### config.mk
export PLATFORM = sky130hd
export DESIGN_NAME = rlsm_unit
export DESIGN_NICKNAME = d
export VERILOG_FILES = /design/src/rlsm_pkg.sv /design/src/rlsm_unit.sv
export SDC_FILE = /design/constraint.sdc
export NUM_CORES = 2
export LEC_CHECK = 0
export ABC_AREA = 0
export ABC_CLOCK_PERIOD_IN_PS = 13900
export BUFFER_PORTS_ARGS = -buffer_cell sky130_fd_sc_hd__buf_2
export CAP_MARGIN = 25
export CORE_MARGIN = 3
export CORE_UTILIZATION = 50
export DETAILED_ROUTE_END_ITERATION = 8
export PLACE_DENSITY = 0.71
export SKIP_LAST_GASP = 1
export SYNTH_ARGS = -nofsm -noshare
export SYNTH_HDL_FRONTEND = slang
export SYNTH_SLANG_ARGS = --single-unit
### constraint.sdc
create_clock -name sys_clk_in -period 13.9 [get_ports sys_clk_in]
set_input_delay 0.695 -clock sys_clk_in [delete_from_list [all_inputs] [get_ports sys_clk_in]]
set_output_delay 0.695 -clock sys_clk_in [all_outputs]
set_load 0.01 [all_outputs]
### src/rlsm_pkg.sv
// Constants, types and layouts of the logic/shift/memory/branch unit
// Summary of operation
// - And/or: rs1 combined with register or immediate
// - Complement writes inverse of its source
// - Complement source is register or immediate
// - Left shift of rs1 by amount
// - Logical right shift fills zeros
// - Arithmetic right shift replicates sign bit
// - Shift amount from register or immediate
// - Load: base plus signed offset into rd
// - Addressed byte is least significant byte
// - Store rd to base plus offset
// - Branch loads target into program counter
// - Branch if equal flag, else next
// - Branch if greater flag, else next
// - Call jumps, return address is pc+4
// - Call writes return address into r15
// - Every call overwrites the return register
// - Return loads pc from r15
// - Sixteen 32-bit registers; r14 stack, r15 return
// - Equal and greater flags, reset zero
// - Compare sets equal and greater flags
// - Instructions are four bytes
package rlsm_pkg;

  localparam int DATA_W = 32;
  localparam int NUM_REGS = 16;
  localparam int REG_IDX_W = 4;
  localparam int SHAMT_W = 5;
  localparam int APB_ADDR_W = 12;
  localparam int REG_SEL_LSB = 2;

  localparam logic [REG_IDX_W-1:0] STACK_TOP_IDX = 4'he;
  localparam logic [REG_IDX_W-1:0] RETURN_LINK_IDX = 4'hf;
  localparam logic [DATA_W-1:0] INSTR_BYTES = 32'h0000_0004;
  localparam logic [DATA_W-1:0] RESET_WORD = 32'h0000_0000;

  // Register map, byte addresses
  localparam logic [APB_ADDR_W-1:0] OFF_CMD = 12'h000;
  localparam logic [APB_ADDR_W-1:0] OFF_IMM = 12'h004;
  localparam logic [APB_ADDR_W-1:0] OFF_PC = 12'h008;
  localparam logic [APB_ADDR_W-1:0] OFF_STATUS = 12'h00c;
  localparam logic [APB_ADDR_W-1:0] OFF_REGS = 12'h040;
  localparam logic [APB_ADDR_W-1:0] OFF_REGS_END = 12'h07c;

  // Operation codes
  localparam logic [3:0] OP_AND = 4'h0;
  localparam logic [3:0] OP_OR = 4'h1;
  localparam logic [3:0] OP_NOT = 4'h2;
  localparam logic [3:0] OP_LSL = 4'h3;
  localparam logic [3:0] OP_LSR = 4'h4;
  localparam logic [3:0] OP_ASR = 4'h5;
  localparam logic [3:0] OP_MEMORY_READ = 4'h6;
  localparam logic [3:0] OP_MEMORY_WRITE = 4'h7;
  localparam logic [3:0] OP_BRANCH = 4'h8;
  localparam logic [3:0] OP_BRANCH_EQ = 4'h9;
  localparam logic [3:0] OP_BRANCH_GT = 4'ha;
  localparam logic [3:0] OP_CALL = 4'hb;
  localparam logic [3:0] OP_RETURN = 4'hc;
  localparam logic [3:0] OP_CMP = 4'hd;

  typedef struct packed {
    logic [14:0] pad;
    logic use_imm;
    logic [REG_IDX_W-1:0] rs2;
    logic [REG_IDX_W-1:0] rs1;
    logic [REG_IDX_W-1:0] rd;
    logic [3:0] op;
  } rlsm_cmd_t;

  typedef struct packed {
    logic [28:0] pad;
    logic greater_flag;
    logic equal_flag;
    logic busy;
  } rlsm_status_t;

  typedef struct packed {
    logic equal_flag;
    logic greater_flag;
  } rlsm_flags_t;

  // Byte k of data sits at address addr+k
  typedef struct packed {
    logic valid;
    logic we;
    logic [DATA_W-1:0] addr;
    logic [DATA_W-1:0] wdata;
  } rlsm_mem_req_t;

  typedef enum logic [1:0] {PH_IDLE, PH_EXEC, PH_MEM} rlsm_state_t;

endpackage : rlsm_pkg

### src/rlsm_unit.sv
// Logic, shift, load/store and branch execution unit with APB access
`timescale 1ns/1ps
module rlsm_unit (
  // Clock and reset
  input wire logic sys_clk_in,
  input wire logic sys_rst_in,
  // APB slave
  input wire logic psel_in,
  input wire logic penable_in,
  input wire logic pwrite_in,
  input wire logic [rlsm_pkg::APB_ADDR_W-1:0] paddr_in,
  input wire logic [rlsm_pkg::DATA_W-1:0] pwdata_in,
  output logic [rlsm_pkg::DATA_W-1:0] prdata_out,
  output logic pready_out,
  output logic pslverr_out,
  // Data memory port
  output rlsm_pkg::rlsm_mem_req_t mem_req_out,
  input wire logic [rlsm_pkg::DATA_W-1:0] mem_rdata_in,
  input wire logic mem_ack_in
);
  import rlsm_pkg::*;

  ////////////////////////////////////////////////////////////////////
  // Decode helpers

  function automatic logic in_reg_window(
    input logic [APB_ADDR_W-1:0] a
  );
    in_reg_window = (a >= OFF_REGS) && (a <= OFF_REGS_END);
  endfunction : in_reg_window

  function automatic logic is_mapped(input logic [APB_ADDR_W-1:0] a);
    is_mapped = in_reg_window(a) || (a == OFF_CMD) ||
                (a == OFF_IMM) || (a == OFF_PC) || (a == OFF_STATUS);
  endfunction : is_mapped

  ////////////////////////////////////////////////////////////////////
  // State

  // Sixteen words; r14 stack_top_register, r15 return_link_register
  // architectural register file
  logic [DATA_W-1:0] regs_r [NUM_REGS];
  logic [DATA_W-1:0] pc_r;
  logic [DATA_W-1:0] pc_nxt;
  logic [DATA_W-1:0] imm_r;
  rlsm_cmd_t cmd_r;
  rlsm_flags_t flags_r;
  rlsm_state_t state_r;
  rlsm_mem_req_t mem_req_r;
  logic pready_r;
  logic pslverr_r;
  logic [DATA_W-1:0] prdata_r;

  ////////////////////////////////////////////////////////////////////
  // APB slave

  logic access;
  logic apb_wr;
  logic apb_rd_mux_hit;
  logic [REG_IDX_W-1:0] apb_reg_idx;
  logic [DATA_W-1:0] rd_mux;
  rlsm_status_t status;

  assign access = psel_in && penable_in;
  assign apb_wr = access && pwrite_in && pready_r;
  assign apb_reg_idx = paddr_in[REG_SEL_LSB +: REG_IDX_W];
  assign apb_rd_mux_hit = is_mapped(paddr_in);

  always_comb
  begin
    status = '0;
    status.busy = (state_r != PH_IDLE);
    status.equal_flag = flags_r.equal_flag;
    status.greater_flag = flags_r.greater_flag;
  end

  always_comb
  begin
    rd_mux = RESET_WORD;
    if (in_reg_window(paddr_in))
    begin
      rd_mux = regs_r[apb_reg_idx];
    end
    else
    begin
      case (paddr_in)
        OFF_CMD: rd_mux = cmd_r;
        OFF_IMM: rd_mux = imm_r;
        OFF_PC: rd_mux = pc_r;
        OFF_STATUS: rd_mux = status;
        default: rd_mux = RESET_WORD;
      endcase
    end
  end

  // Answer one cycle into the access phase, only while idle
  always_ff @(posedge sys_clk_in)
  begin
    if (sys_rst_in)
    begin
      pready_r <= 1'b0;
      pslverr_r <= 1'b0;
      prdata_r <= RESET_WORD;
    end
    else
    begin
      pready_r <= access && !pready_r && (state_r == PH_IDLE);
      pslverr_r <= access && !pready_r && (state_r == PH_IDLE) &&
                   !apb_rd_mux_hit;
      if (access && !pready_r && !pwrite_in)
      begin
        prdata_r <= rd_mux;
      end
    end
  end

  assign pready_out = pready_r;
  assign pslverr_out = pslverr_r;
  assign prdata_out = prdata_r;

  always_ff @(posedge sys_clk_in)
  begin
    if (sys_rst_in)
    begin
      cmd_r <= '0;
      imm_r <= RESET_WORD;
    end
    else if (apb_wr && paddr_in == OFF_CMD)
    begin
      cmd_r <= rlsm_cmd_t'(pwdata_in);
    end
    else if (apb_wr && paddr_in == OFF_IMM)
    begin
      imm_r <= pwdata_in;
    end
  end

  ////////////////////////////////////////////////////////////////////
  // Operands and result

  logic [DATA_W-1:0] src_a;
  logic [DATA_W-1:0] src_b;
  logic [SHAMT_W-1:0] shamt;
  logic [DATA_W-1:0] alu_res;
  logic alu_wr;
  logic [DATA_W-1:0] seq_pc;
  logic [DATA_W-1:0] mem_addr;
  logic is_mem_op;

  assign src_a = regs_r[cmd_r.rs1];
  assign src_b = cmd_r.use_imm ? imm_r : regs_r[cmd_r.rs2];
  assign shamt = src_b[SHAMT_W-1:0];
  assign seq_pc = pc_r + INSTR_BYTES;
  assign mem_addr = src_a + imm_r;
  assign is_mem_op = (cmd_r.op == OP_MEMORY_READ) ||
                     (cmd_r.op == OP_MEMORY_WRITE);

  always_comb
  begin
    alu_res = RESET_WORD;
    alu_wr = 1'b1;
    pc_nxt = seq_pc;
    case (cmd_r.op)
      OP_AND: alu_res = src_a & src_b;
      OP_OR: alu_res = src_a | src_b;
      OP_NOT: alu_res = ~src_b;
      OP_LSL: alu_res = src_a << shamt;
      OP_LSR: alu_res = src_a >> shamt;
      OP_ASR: alu_res = DATA_W'($signed(src_a) >>> shamt);
      OP_BRANCH:
      begin
        alu_wr = 1'b0;
        pc_nxt = imm_r;
      end
      OP_BRANCH_EQ:
      begin
        alu_wr = 1'b0;
        pc_nxt = flags_r.equal_flag ? imm_r : seq_pc;
      end
      OP_BRANCH_GT:
      begin
        alu_wr = 1'b0;
        pc_nxt = flags_r.greater_flag ? imm_r : seq_pc;
      end
      OP_CALL:
      begin
        alu_res = seq_pc;
        pc_nxt = imm_r;
      end
      OP_RETURN:
      begin
        alu_wr = 1'b0;
        pc_nxt = regs_r[RETURN_LINK_IDX];
      end
      default:
      begin
        // compare and unknown codes fall through
        alu_wr = 1'b0;
      end
    endcase
  end

  ////////////////////////////////////////////////////////////////////
  // Sequencing

  logic mem_done;
  assign mem_done = (state_r == PH_MEM) && mem_ack_in;

  always_ff @(posedge sys_clk_in)
  begin
    if (sys_rst_in)
    begin
      state_r <= PH_IDLE;
    end
    else
    begin
      case (state_r)
        PH_IDLE:
        begin
          if (apb_wr && paddr_in == OFF_CMD)
            state_r <= PH_EXEC;
        end
        PH_EXEC: state_r <= is_mem_op ? PH_MEM : PH_IDLE;
        PH_MEM:
        begin
          if (mem_ack_in)
            state_r <= PH_IDLE;
        end
        default: state_r <= PH_IDLE;
      endcase
    end
  end

  ////////////////////////////////////////////////////////////////////
  // Program counter

  always_ff @(posedge sys_clk_in)
  begin
    if (sys_rst_in)
      pc_r <= RESET_WORD;
    else if (apb_wr && paddr_in == OFF_PC)
      pc_r <= pwdata_in;
    else if (state_r == PH_EXEC && !is_mem_op)
      pc_r <= pc_nxt;
    else if (mem_done)
    begin
      pc_r <= seq_pc;
    end
  end

  ////////////////////////////////////////////////////////////////////
  // Flags

  always_ff @(posedge sys_clk_in)
  begin
    if (sys_rst_in)
    begin
      flags_r <= '0;
    end
    else if (state_r == PH_EXEC && cmd_r.op == OP_CMP)
    begin
      flags_r.equal_flag <= ((src_a - src_b) == RESET_WORD);
      flags_r.greater_flag <= ($signed(src_a) > $signed(src_b));
    end
  end

  ////////////////////////////////////////////////////////////////////
  // Register file

  logic [REG_IDX_W-1:0] wb_idx;
  assign wb_idx = (cmd_r.op == OP_CALL) ? RETURN_LINK_IDX : cmd_r.rd;

  always_ff @(posedge sys_clk_in)
  begin
    if (sys_rst_in)
    begin
      for (int i = 0; i < NUM_REGS; i++)
      begin
        regs_r[i] <= RESET_WORD;
      end
    end
    else if (apb_wr && in_reg_window(paddr_in))
    begin
      regs_r[apb_reg_idx] <= pwdata_in;
    end
    else if (state_r == PH_EXEC && !is_mem_op && alu_wr)
    begin
      regs_r[wb_idx] <= alu_res;
    end
    else if (mem_done && !mem_req_r.we)
    begin
      // lane 0 is the lowest-addressed byte
      regs_r[cmd_r.rd] <= mem_rdata_in;
    end
  end

  ////////////////////////////////////////////////////////////////////
  // Memory request

  always_ff @(posedge sys_clk_in)
  begin
    if (sys_rst_in)
    begin
      mem_req_r <= '0;
    end
    else if (state_r == PH_EXEC && is_mem_op)
    begin
      mem_req_r.valid <= 1'b1;
      mem_req_r.we <= (cmd_r.op == OP_MEMORY_WRITE);
      mem_req_r.addr <= mem_addr;
      // store rd, same byte order as loads
      mem_req_r.wdata <= regs_r[cmd_r.rd];
    end
    else if (mem_done)
    begin
      mem_req_r.valid <= 1'b0;
    end
  end

  assign mem_req_out = mem_req_r;

endmodule : rlsm_unit

==> results list <==
- Effective utilization at floorplan: roughly half
- Of the available clock period, the critical path in the final layout requires approximately 55%.
* Core Box Area: just over 0.1 sq mm
- The run finished with clean final reports.
* Cell variety after synth: 98
- Total Routed Length: between 200,000 and 250,000 microns
- The tree built by TritonCTS fans out to 720 sinks.
- The detail route stage leaves a number of antenna-violating nets equal to 0.
- The analysis attributes to cell leakage a power of about 20 nW.
- Overall overflow remaining after global route: 0
- Number of buffers inserted to repair setup after CTS: 0
- Worst Reg2Reg Path Length in Cells: 17
- The worst setup path is captured at a flip-flop.
* Required arrival time at the worst endpoint: approximately 15 ns
- For met3 alone, demand over resource in global routing was 20.9%.
- GRT Overall Usage: between 40% and 50%
- In this run the horizontal extent of the chip is about 330 microns.
- Top cell types by occurrence after synthesis: sky130_fd_sc_hd__nor2_1 (712), sky130_fd_sc_hd__mux4_2 (625), sky130_fd_sc_hd__edfxtp_1 (512), sky130_fd_sc_hd__nand2_1 (480), sky130_fd_sc_hd__a21oi_1 (295)
* Count of hold buffers inserted by post-cts repair: 0
* Post-synth EDFFs: between 500 and 600
- The global routing stage identified its most utilized layer as met2.
- Clock insertion delay at the later pin of the skew report: approximately 0.70 ns
- For this run, the top clock speed supported by timing is 130 MHz.
- The endpoint identified for the worst register-to-register timing path is flags_r[1]$_SDFFE_PP0P_.
- Clock-pin slew was measured on the worst setup and hold paths at ~0.06 ns.
- Die height: 329 microns
- Measured against its own limit, the worst slew margin works out to a little under an eighth.
* Setup slack of the most critical reg-to-reg path: about 6.2 ns
- The floorplan step defined a die boundary enclosing about 0.11 sq mm.
* Sequential share of the synthesized area: 37.4%
- Number of DRC markers in iteration 0: 9,048
- In this run the biggest area consumer among cell types represents 29.4% of the synthesized area.
- Classification of the worst-slack hold path: input pin to flip-flop
- VDD sags by at most between 0.09 and 0.1 mV.
- Along the worst hold path, the cell count comes to 3.
- Synthesis handed over a netlist of between 4,000 and 5,000 instances.
* Count of input and output buffers: between 150 and 200
* Final critical path time including I/O delays and setup: about 7.7 ns
- When the netlist entered floorplanning its net count stood at around 4,900.
* Global routing met2 resource utilization: between 60% and 70%
- Detailed placement ended at an HPWL of around 160,000 microns.
* Main area contributors after synthesis: sky130_fd_sc_hd__edfxtp_1 (29%), sky130_fd_sc_hd__mux4_2 (27%), sky130_fd_sc_hd__dfxtp_1 (8.0%), sky130_fd_sc_hd__nor2_1 (5.1%), sky130_fd_sc_hd__nand2_1 (3.4%)
- The number of failing hold endpoints at the final stage is 0.
- Most instantiated library cell after synthesis: sky130_fd_sc_hd__nor2_1
* Sink of the worst hold path: imm_r[25]$_SDFFE_PP0P_
- Arrival time reported for the critical path endpoint: approximately 8.3 ns
- For the final routed database, the setup TNS stands at 0 ns.
- The critical path in this run is classified as flip-flop to flip-flop.
- STA classifies the critical path startpoint as a flip-flop.
* Clk Tree Root Cell: sky130_fd_sc_hd__clkbuf_16
- Along the worst path, the maximum fanout reaches 56.
- The area growth from synthesis to layout is 9.92%.
* Final nets: between 4,000 and 5,000
- Cell accounting for the most synthesized area: sky130_fd_sc_hd__edfxtp_1
- Entering global routing, the biggest net connects 96 pins.
- Global-route wire length before repair: roughly 340,000 microns
- In this run, post-CTS repair resized a total of 0 instances.
* Share of synthesized flip-flops with an asynchronous set or reset: 0%
- Average via count per standard cell: between 7 and 8
- Setup violations remaining at the end of the flow were counted as 0.
- Before antenna repair, the detailed router went through 6 iterations.
- Vias in the first global route: 44,000
- For the pin with the worst max-slew slack, the measured transition is ~1.3 ns.
- Wire per inst: 39.7 microns
- Yosys reg bits: 720
* Synth Flop Type: sky130_fd_sc_hd__edfxtp_1
- After detailed routing, the number of remaining DRC violations is 0.
- The clock arrives with about 0.043 ns of skew.
* Vias after detailed routing: 46,800
* Standard-cell row count: approximately 120
* Placer's final routability congestion estimate: between 1 and 1.5
- I/O pins: between 150 and 200
- RSZ-0062 raised after global routing: false
* Post-Syn Area: approximately 0.052 sq mm
* Cell Pwr Density: between 90 and 100 mW/mm^2
- Worst hold-check slack: 0.343 ns
- Number of maximum-capacitance violations: 0
* Hold wc startpoint: pwdata_in[25]
* Maximum count of clock buffers along a single path: 3
* Mean Syn Cell Area: between 10 and 15 sq um
- Fraction of final layout cells sized beyond drive strength 1: approximately a quarter
* Final Max Slew Viols: 0
- Number of synthesis warnings: 0
- Met1 Use GR: roughly 55%
- The H-tree generated during clock tree synthesis spans 3 levels.
- TritonCTS clock tree: built
- Clock tree synthesis inserted a total of 80 buffers.
- Antenna violations before repair: 19
## report_power, final
group | switching, mW | internal [mW] | total (mW) | leakage, nW
clock network | 0.960 | 1.34 | 2.30 | 1.37
logic | 0.426 | 0.237 | 0.663 | 11.7
registers | 0.0668 | 2.35 | 2.42 | 6.97
total | 1.45 | 3.93 | 5.38 | 20.0
## registers in the layout, indices dropped and copies added (netlist names), 2 cells and up, named ones only
signal	count
pc_r	32
imm_r	32
prdata_out	32
state_r	2
cmd_r	32
mem_req_out	66
regs_r	512
flags_r	2
## cells by family (layout without fill, tap and decap cells)
logic type / Yosys count / in the layout / synth area share (%)
adders and majority gates: 124 / 124 / 2.98
buffers and inverters: 528 / 571 / 4.26
muxes: 749 / 749 / 29.6
other: 0 / 13 / 0
and+or+nand+nor: 1552 / 1552 / 12.6
xor gates and xnor gates: 63 / 63 / 1.06
DFF: 720 / 720 / 37.4
AOI/OAI and AO/OA: 934 / 934 / 12.2
## stage by stage
step	area (sq um)	instances	util [%]	total power [mW]	worst slack, ns
after global placement	54300	5920	52.9	3.07	6.59
after detailed placement	54400	5924	52.9	3.07	6.45
after CTS	57200	6071	55.7	5.33	6.44
final	57500	6094	55.9	5.38	6.21
after floorplan	52300	4670	-	2.81	8.32
after global routing	57400	6082	55.9	5.47	5.88
## critical path, cell delays in order, from the launching register on
cell and delay, ns:
sky130_fd_sc_hd__dfxtp_4 0.66, sky130_fd_sc_hd__buf_4 0.85, sky130_fd_sc_hd__buf_4 0.83, sky130_fd_sc_hd__mux4_2 0.43, sky130_fd_sc_hd__mux4_2 0.56, sky130_fd_sc_hd__mux2i_1 0.81
sky130_fd_sc_hd__ha_1 0.50, sky130_fd_sc_hd__inv_1 0.15, sky130_fd_sc_hd__a2111oi_0 0.43, sky130_fd_sc_hd__o2111ai_1 0.18, sky130_fd_sc_hd__a2111oi_0 0.43, sky130_fd_sc_hd__o2111ai_1 0.17
sky130_fd_sc_hd__a2111oi_0 0.37, sky130_fd_sc_hd__nand4_1 0.17, sky130_fd_sc_hd__nor4_1 0.29, sky130_fd_sc_hd__nand4_1 0.16, sky130_fd_sc_hd__or4_1 0.51, sky130_fd_sc_hd__nand2_1 0.08
## worst max path at each step
stage | to | slack [ns] | start | cells after the start
finish | flags_r[1]$_SDFFE_PP0P_ | 6.21 | flip-flop | 17
CTS | flags_r[1]$_SDFFE_PP0P_ | 6.44 | flip-flop | 17
floorplan | flags_r[1]$_SDFFE_PP0P_ | 8.32 | flip-flop | 22
global placement | mem_req_out[59]$_SDFFE_PP0P_ | 6.59 | flip-flop | 19
global route | flags_r[1]$_SDFFE_PP0P_ | 5.88 | flip-flop | 17
detailed placement | flags_r[1]$_SDFFE_PP0P_ | 6.45 | flip-flop | 17
## area by class of cell
cell class	count	area, sq um
Tap cell	1368	1710
Fill cell	8487	45300
Timing Repair Buffer	333	2250
Inverter	91	342
Antenna cell	13	32.5
Multi-Input combinational cell	3422	30700
Clock inverter	40	510
Sequential cell	720	19600
Clock buffer	107	2300
## routing by layer
metal / part of all wire (%) / up-vias
li1: - / 18100
met1: 33 / 22700
met2: 41 / 4892
met3: 18 / 1091
met4: 8.4 / 26
met5: 0.15 / -
## layout by cell type (no fill, tap or decap), types with 18 or more instances in the layout
| cell | netlist | layout |
|---|---|---|
| sky130_fd_sc_hd__o221ai_1 | 41 | 40 |
| sky130_fd_sc_hd__a221o_1 | 34 | 34 |
| sky130_fd_sc_hd__and3_1 | 22 | 22 |
| sky130_fd_sc_hd__a21o_1 | 42 | 42 |
| sky130_fd_sc_hd__ha_1 | 123 | 123 |
| sky130_fd_sc_hd__nand3_1 | 98 | 97 |
| sky130_fd_sc_hd__nand4_1 | 18 | 18 |
| sky130_fd_sc_hd__mux2i_1 | 107 | 105 |
| sky130_fd_sc_hd__clkbuf_16 | 0 | 88 |
| sky130_fd_sc_hd__mux4_2 | 625 | 625 |
| sky130_fd_sc_hd__o21ai_1 | 20 | 20 |
| sky130_fd_sc_hd__a21oi_1 | 295 | 295 |
| sky130_fd_sc_hd__o211ai_1 | 81 | 81 |
| sky130_fd_sc_hd__nor3_1 | 84 | 80 |
| sky130_fd_sc_hd__buf_2 | 73 | 179 |
| sky130_fd_sc_hd__edfxtp_1 | 512 | 512 |
| sky130_fd_sc_hd__buf_4 | 12 | 139 |
| sky130_fd_sc_hd__a211oi_1 | 42 | 40 |
| sky130_fd_sc_hd__nand2_2 | 0 | 19 |
| sky130_fd_sc_hd__o21ai_0 | 115 | 115 |
| sky130_fd_sc_hd__xor2_1 | 21 | 21 |
| sky130_fd_sc_hd__nor2b_1 | 19 | 19 |
| sky130_fd_sc_hd__nor2_1 | 712 | 711 |
| sky130_fd_sc_hd__a221oi_1 | 48 | 48 |
| sky130_fd_sc_hd__inv_1 | 87 | 86 |
| sky130_fd_sc_hd__nand2_1 | 480 | 461 |
| sky130_fd_sc_hd__a22oi_1 | 41 | 41 |
| sky130_fd_sc_hd__xnor2_1 | 42 | 42 |
| sky130_fd_sc_hd__dfxtp_1 | 208 | 196 |
Note: power is estimated with default switching activity, not from simulation.
